[src/irqm_defs.vh]
// Overview of operation
// RULE_01 - monitor bits 7-4 show GPI pin levels
// RULE_02 - config bit 7 picks alert polarity
// RULE_03 - mode 0: level while unmasked latch present
// RULE_04 - mode 2: 2 ms every 4 ms
// RULE_05 - mode 3: one 2 ms pulse per event
// RULE_06 - config bit 2 hides masked latch bits
// RULE_07 - mask bit 7 gates clock error, resets 1
// RULE_08 - mask bit 6 gates PLL lock, resets 1
// RULE_09 - latch bit 7 records clock error
// RULE_10 - latch bit 6 records PLL lock
// RULE_11 - reading latch register clears its bits; with config bit 2 set, masked bits stay latched
// RULE_12 - masked sources latch but never alert
`ifndef IRQM_DEFS_VH
`define IRQM_DEFS_VH

// register offsets on the control port
`define IRQM_ADDR_MONITOR 8'h2F
`define IRQM_ADDR_CONFIG  8'h32
`define IRQM_ADDR_MASK    8'h33
`define IRQM_ADDR_LATCH   8'h36

// field positions
`define IRQM_CFG_POL      7
`define IRQM_CFG_MODE_HI  6
`define IRQM_CFG_MODE_LO  5
`define IRQM_CFG_VIS      2
`define IRQM_SRC_CLKERR   7
`define IRQM_SRC_PLL      6
`define IRQM_MON_LO       4

// reset values
`define IRQM_RST_CONFIG   8'h00
`define IRQM_RST_MASK     8'hFF
`define IRQM_RST_BYTE     8'h00

// alert modes
`define IRQM_MODE_LEVEL   2'h0
`define IRQM_MODE_RSVD    2'h1
`define IRQM_MODE_REPEAT  2'h2
`define IRQM_MODE_SINGLE  2'h3

// timing, in ns
`define IRQM_CLK_NS       20
`define IRQM_PULSE_NS     2000000
`define IRQM_PERIOD_NS    4000000

`endif

[src/irqm_alert_monitor.v]
`timescale 1ns/1ps
`default_nettype none
`include "irqm_defs.vh"

module irqm_alert_monitor #(
  parameter integer PULSE_CYC  = `IRQM_PULSE_NS / `IRQM_CLK_NS,
  parameter integer PERIOD_CYC = `IRQM_PERIOD_NS / `IRQM_CLK_NS,
  parameter integer CNT_W      = 18
) (
  input  wire       mclk,
  input  wire       rst_b,
  input  wire [7:0] regAddr,
  input  wire       regWrEn,
  input  wire [7:0] regWrData,
  input  wire       regRdEn,
  output reg  [7:0] regRdData_q,
  input  wire [3:0] pinLevel,
  input  wire [3:0] pinIsGpi,
  input  wire       clkErrEvent,
  input  wire       pllLockEvent,
  output reg        alertPin_q
);

  // integer forms first, then cut to the counter width on purpose
  localparam integer     PULSE_LAST_I  = PULSE_CYC - 1;
  localparam integer     PERIOD_LAST_I = PERIOD_CYC - 1;
  localparam integer     PULSE_LEN_I   = PULSE_CYC;
  localparam [CNT_W-1:0] PULSE_LAST    = PULSE_LAST_I[CNT_W-1:0];
  localparam [CNT_W-1:0] PERIOD_LAST   = PERIOD_LAST_I[CNT_W-1:0];
  localparam [CNT_W-1:0] PULSE_LEN     = PULSE_LEN_I[CNT_W-1:0];

  // latched bits as seen by software, given visibility mode
  function [7:0] latchView;
    input [7:0] latchByte;
    input [7:0] maskByte;
    input       onlyUnmasked;
    begin
      if (onlyUnmasked) begin
        latchView = latchByte & ~maskByte;
      end else begin
        latchView = latchByte;
      end
    end
  endfunction

  reg  [7:0]       config_q;
  reg  [7:0]       mask_q;
  reg  [7:0]       latch_q;
  reg  [7:0]       latch_d;
  reg  [CNT_W-1:0] periodCnt_q;
  reg  [CNT_W-1:0] periodCnt_d;
  reg  [CNT_W-1:0] pulseCnt_q;
  reg  [CNT_W-1:0] pulseCnt_d;
  reg              alertPin_d;
  reg  [7:0]       rdData_d;
  reg              asserted;
  wire [7:0]       eventByte;
  wire [7:0]       monitorByte;
  wire [7:0]       visibleLatch;
  wire [1:0]       alertMode;
  wire             anyPending;
  wire             newEvent;
  wire             latchRead;

  assign alertMode = config_q[`IRQM_CFG_MODE_HI:`IRQM_CFG_MODE_LO];
  assign latchRead = regRdEn && (regAddr == `IRQM_ADDR_LATCH);

  // map the two sources onto their byte positions
  assign eventByte[`IRQM_SRC_CLKERR] = clkErrEvent;  // RULE_09
  assign eventByte[`IRQM_SRC_PLL]    = pllLockEvent; // RULE_10
  assign eventByte[`IRQM_SRC_PLL-1:0] = 6'h00;

  // pin one lands on bit 7, pin four on bit 4; non-GPI pins read 0
  genvar g;
  generate
    for (g = 0; g < 4; g = g + 1) begin : gMon
      assign monitorByte[`IRQM_SRC_CLKERR-g] = pinLevel[g] & pinIsGpi[g]; // RULE_01
    end
  endgenerate
  assign monitorByte[`IRQM_MON_LO-1:0] = 4'h0; // RULE_01

  assign visibleLatch = latchView(latch_q, mask_q, config_q[`IRQM_CFG_VIS]); // RULE_06

  // masked sources never reach the alert logic
  assign anyPending = |(latch_q & ~mask_q);   // RULE_07 RULE_08 RULE_12
  assign newEvent   = |(eventByte & ~mask_q); // RULE_12

  // latch update: reading clears what was shown, a new event wins
  always @* begin
    latch_d = latch_q;
    if (latchRead) begin
      latch_d = latch_q & ~visibleLatch; // RULE_11
    end
    latch_d = latch_d | eventByte; // RULE_09 RULE_10 RULE_12
  end

  // read mux; unmapped offsets read zero, reserved bits zero
  always @* begin
    case (regAddr)
      `IRQM_ADDR_MONITOR: rdData_d = monitorByte; // RULE_01
      `IRQM_ADDR_CONFIG:  rdData_d = config_q;
      `IRQM_ADDR_MASK:    rdData_d = mask_q;
      `IRQM_ADDR_LATCH:   rdData_d = visibleLatch; // RULE_06
      default:            rdData_d = `IRQM_RST_BYTE;
    endcase
  end

  // repeat-mode phase counter; parks on the last phase while idle so the
  // first pending cycle lands on phase 0 and the first pulse is full width
  always @* begin
    periodCnt_d = periodCnt_q;
    if (!anyPending || alertMode != `IRQM_MODE_REPEAT) begin
      periodCnt_d = PERIOD_LAST; // RULE_04
    end else if (periodCnt_q == PERIOD_LAST) begin
      periodCnt_d = {CNT_W{1'b0}}; // RULE_04
    end else begin
      periodCnt_d = periodCnt_q + 1'b1;
    end
  end

  // single-pulse timer; a fresh event restarts the full width
  always @* begin
    pulseCnt_d = pulseCnt_q;
    if (alertMode != `IRQM_MODE_SINGLE) begin
      pulseCnt_d = {CNT_W{1'b0}};
    end else if (newEvent) begin
      pulseCnt_d = PULSE_LEN; // RULE_05
    end else if (pulseCnt_q != {CNT_W{1'b0}}) begin
      pulseCnt_d = pulseCnt_q - 1'b1;
    end
  end

  // mode select, then polarity; reserved mode keeps the pin idle
  always @* begin
    case (alertMode)
      `IRQM_MODE_LEVEL:  asserted = anyPending; // RULE_03
      `IRQM_MODE_REPEAT: asserted = anyPending && (periodCnt_d <= PULSE_LAST); // RULE_04
      `IRQM_MODE_SINGLE: asserted = (pulseCnt_d != {CNT_W{1'b0}}); // RULE_05
      default:           asserted = 1'b0; // RULE_03
    endcase
    if (config_q[`IRQM_CFG_POL]) begin
      alertPin_d = asserted; // RULE_02
    end else begin
      alertPin_d = ~asserted; // RULE_02
    end
  end

  // register file writes; reserved config bits never stored
  always @(posedge mclk or negedge rst_b) begin
    if (!rst_b) begin
      config_q <= `IRQM_RST_CONFIG;
      mask_q   <= `IRQM_RST_MASK; // RULE_07 RULE_08
    end else if (regWrEn) begin
      if (regAddr == `IRQM_ADDR_CONFIG) begin
        config_q <= {regWrData[`IRQM_CFG_POL:`IRQM_CFG_MODE_LO], 2'h0,
                     regWrData[`IRQM_CFG_VIS], 2'h0};
      end
      if (regAddr == `IRQM_ADDR_MASK) begin
        mask_q <= regWrData; // RULE_07 RULE_08
      end
    end
  end

  // state and output flops; pin idles high after reset (active low)
  always @(posedge mclk or negedge rst_b) begin
    if (!rst_b) begin
      latch_q     <= `IRQM_RST_BYTE;
      periodCnt_q <= {CNT_W{1'b0}};
      pulseCnt_q  <= {CNT_W{1'b0}};
      regRdData_q <= `IRQM_RST_BYTE;
      alertPin_q  <= 1'b1;
    end else begin
      latch_q     <= latch_d;
      periodCnt_q <= periodCnt_d;
      pulseCnt_q  <= pulseCnt_d;
      alertPin_q  <= alertPin_d;
      if (regRdEn) begin
        regRdData_q <= rdData_d; // data holds until the next read
      end
    end
  end

endmodule // irqm_alert_monitor

`default_nettype wire

[config.mk]
export PLATFORM = sky130hd
export DESIGN_NAME = irqm_alert_monitor
export DESIGN_NICKNAME = d
export VERILOG_FILES = /design/src/irqm_alert_monitor.v
export VERILOG_INCLUDE_DIRS = /design/src
export SDC_FILE = /design/constraint.sdc
export NUM_CORES = 1
export LEC_CHECK = 0
export ABC_AREA = 1
export BUFFER_PORTS_ARGS = -buffer_cell sky130_fd_sc_hd__buf_2
export CAP_MARGIN = 20
export CORE_UTILIZATION = 55
export CTS_CLUSTER_DIAMETER = 40
export DETAILED_ROUTE_END_ITERATION = 8
export PLACE_DENSITY = 0.86
export SLEW_MARGIN = 20
export SYNTH_ARGS = -nofsm -noshare
export SYNTH_HDL_FRONTEND = slang
export SYNTH_SLANG_ARGS = --single-unit
[constraint.sdc]
create_clock -name mclk -period 2.8 [get_ports mclk]
set_clock_uncertainty 0.15 [all_clocks]
set_input_delay 0.14 -clock mclk [delete_from_list [all_inputs] [get_ports mclk]]
set_output_delay 0.14 -clock mclk [all_outputs]
set_load 0.01 [all_outputs]
==> key figures <==
Status
  – Status: complete, no violations

Global routing
  – Global Route Usage Sum: 26.65%
  – First-pass GRT wire length: 15320 microns
  – Initial antenna violation count: 0
  – GRT overflow: 0
  – Largest net degree at the start of global routing: 34
  – Vias in the first global route: 3418

Synth
  – Synth Warn #: 0
  – Ys flop type: dfrtp_1
  – Yosys reg bits: between 60 and 70
  – Synth Area per Inst: 7.235 sq um
  – Area of the mapped netlist: 3856 sq um
  – Sequential share of the synthesized area: 42.47%
  – Asr flop ratio synth: 100.0%
  – Post-Syn Nets: 565
  – Post-synth EDFFs: 0
  – Syn Inst Count: between 500 and 600
  – Synth cell types: 35

Floorplanning
  – # rows: 30
  – Die Ht: between 80 and 90 microns
  – CORE AREA: 6794 sq um
  – DIE WIDTH: 85.74 microns
  – Initial Util: between 50% and 60%
  – Die area: 7350 sq um
  – I/O pins: 39

Place
  – DP Area: between 4000 and 5000 sq um
  – Setup WS pre-CTS: 0.4250 ns
  – Gpl congestion: 0.8640
  – Placed Instances: 664
  – Port buffer count: 38
  – Post-DP HPWL: between 6000 and 7000 microns

Timing
  – Setup TNS: 0 ns
  – Period minus WS final: 2.393 ns
  – Final worst slack: 0.4068 ns
  – Final hold vios: 0
  – Slew Limit Fails: 0
  – Slew HR: 50.71%
  – Fmax: ~0.42 GHz
  – Fin crit share: approximately 85%
  – Final setup viols: 0
  – RSZ-0062 raised after global routing: false
  – Least-Margin Pin Slew: roughly 0.74 ns

Route
  – TritonRoute pass-1 iters: 5
  – Number of DRC markers in iteration 0: 176
  – Via count: 3589
  – Vias per cell: 5.186
  – Remaining antenna violation count: 0
  – WL per Instance: approximately 13 microns
  – Residual DRC: 0
  – Post-Route WL: ~9000 microns

Critical path
  – Worst Path Required: 2.93 ns
  – Max Fanout on Critical Path: 17
  – Worst-case reg-to-reg path depth: 15
  – Critical path arrival: 2.53 ns
  – Startpoint types: flop
  – Nature of the critical path endpoint: flop
  – Critical path class: reg -> reg

CTS
  – H-tree levels: 3
  – CTS tree: done
  – Inserted Clock Buffers: 9
  – Clk buf depth: 2
  – Hold Buf Count CTS: 12
  – Root Buffer: clkbuf_8
  – Post-CTS setup buffers: 0
  – Worst skew pair latency: 0.35 ns
  – Post-cts sizing count: 0
  – Clock Sinks: 65
  – Worst-path clk slew: approximately 0.07 ns

Power
  – Max VDD drop: 0.3759 mV
  – Pwr dens: 432.2 nW/um^2
  – Total Power: ~1.9 mW
  – Static leakage: 2.465 nW

Final layout
  – Post-layout nets: 623
  – Synthesis-to-finish area growth: 15.64%
  – Commonest non-fill, non-tap cell in the layout: nand2_1
  – Most frequent cells in the layout: nand2_1, inv_1, nor2_1
  – Cell Count, Final, Fillers Out: 692
  – Layout cells sized above 1: between 15 and 20%
  – Final Cell Area: ~4500 sq um
  – ANT cells: 0

Hold path
  – Worst min path class: in -> reg
  – Worst hold stages: 5

Flow run
  – # Max-Cap Violations: 0
-- flip-flops by register name (all words and copies together), names as in the netlist --
name,count
latch_q,8
regRdData_q,8
pulseCnt_q,18
config_q,4
alertPin_q,1
mask_q,8
periodCnt_q,18
-- metal layers --
metal	track usage, %	vias to the layer above	share of wire, %
met1	35.31	1670	44
met2	44.29	110	50
met5	0	-	0
met4	10.15	0	1.0
met3	4.235	11	4.6
li1	-	1798	-
-- Yosys cell counts (2+ instances only) --
cell type / n / share of area (%)
nor2_2: 10 / 1.6
mux2_2: 4 / 1.2
nand2_4: 2 / 0.58
nand2_1: 164 / 16
o22ai_1: 3 / 0.49
a32o_1: 2 / 0.52
a21oi_1: 10 / 1.3
nand3_1: 38 / 4.9
inv_1: 87 / 8.5
xor2_1: 11 / 2.5
clkbuf_1: 4 / 0.39
dfstp_2: 9 / 6.1
nor2_4: 6 / 1.8
dfrtp_1: 56 / 36
nor2_1: 57 / 5.5
xnor2_1: 6 / 1.4
o21ai_0: 26 / 3.4
nor3_2: 3 / 0.78
nand2_2: 2 / 0.32
nand4_1: 12 / 1.9
ha_1: 2 / 0.65
nor3_1: 6 / 0.78
-- worst paths after layout --
| check | start | endpoint | slack, ns |
|---|---|---|---|
| worst max-delay path | pulseCnt_q[0] | alertPin_q | 0.41 |
| worst min-delay path | pinIsGpi[3] | regRdData_q[4] | 0.02 |
| worst max register to register | pulseCnt_q[0] | alertPin_q | 0.41 |
| worst min register to register | regRdData_q[0] | regRdData_q[0] | 0.34 |
| max in group asynchronous | rst_b | mask_q[7] | 1.57 |
| min in group asynchronous | rst_b | periodCnt_q[1] | 0.24 |
-- where the power goes --
part / internal, mW / switching (mW) / total (mW) / leakage [nW]
logic: 0.0923 / 0.154 / 0.246 / 1.59
registers: 0.970 / 0.0253 / 0.995 / 0.786
clock network: 0.318 / 0.368 / 0.686 / 0.0850
-- worst max-delay path, cell delays in order, from the launching register on --
cell     delay, ns
dfrtp_1       0.38
inv_1         0.11
ha_1          0.30
nand2_4       0.11
nor2_4        0.15
nand3_4       0.20
nand2_1       0.13
nand2_1       0.05
nand2_1       0.08
nand2_1       0.06
nor2_1        0.13
nand2_1       0.09
nor3_2        0.19
nand3_1       0.09
nand2_1       0.06
nand2_1       0.04
-- final cells by class --
cell class	instances	area, sq um
fill	559	2335
multi-input combinational	376	1866
sequential	65	1638
timing repair buffer	52	337.8
inverter	87	326.6
clock buffer	9	123.9
tap	96	120.1
clock inverter	7	47.55
-- stage by stage --
step	hold WS, ns	utilization (%)
after floorplan	-0.3056	-
after global placement	0.09582	61.34
after detailed placement	0.09892	61.34
after CTS	0.01332	65.64
after global routing	0.05896	65.64
final	0.02453	65.64
-- logic make-up after synthesis --
group / share of synthesized area [%]
xor+xnor: 3.861
buf+inv: 9.150
flops: 42.47
simple gates: 35.30
fa+ha+maj: 0.6488
compound gates: 7.398
mux: 1.168
Note: power is estimated with default switching activity, not from simulation.
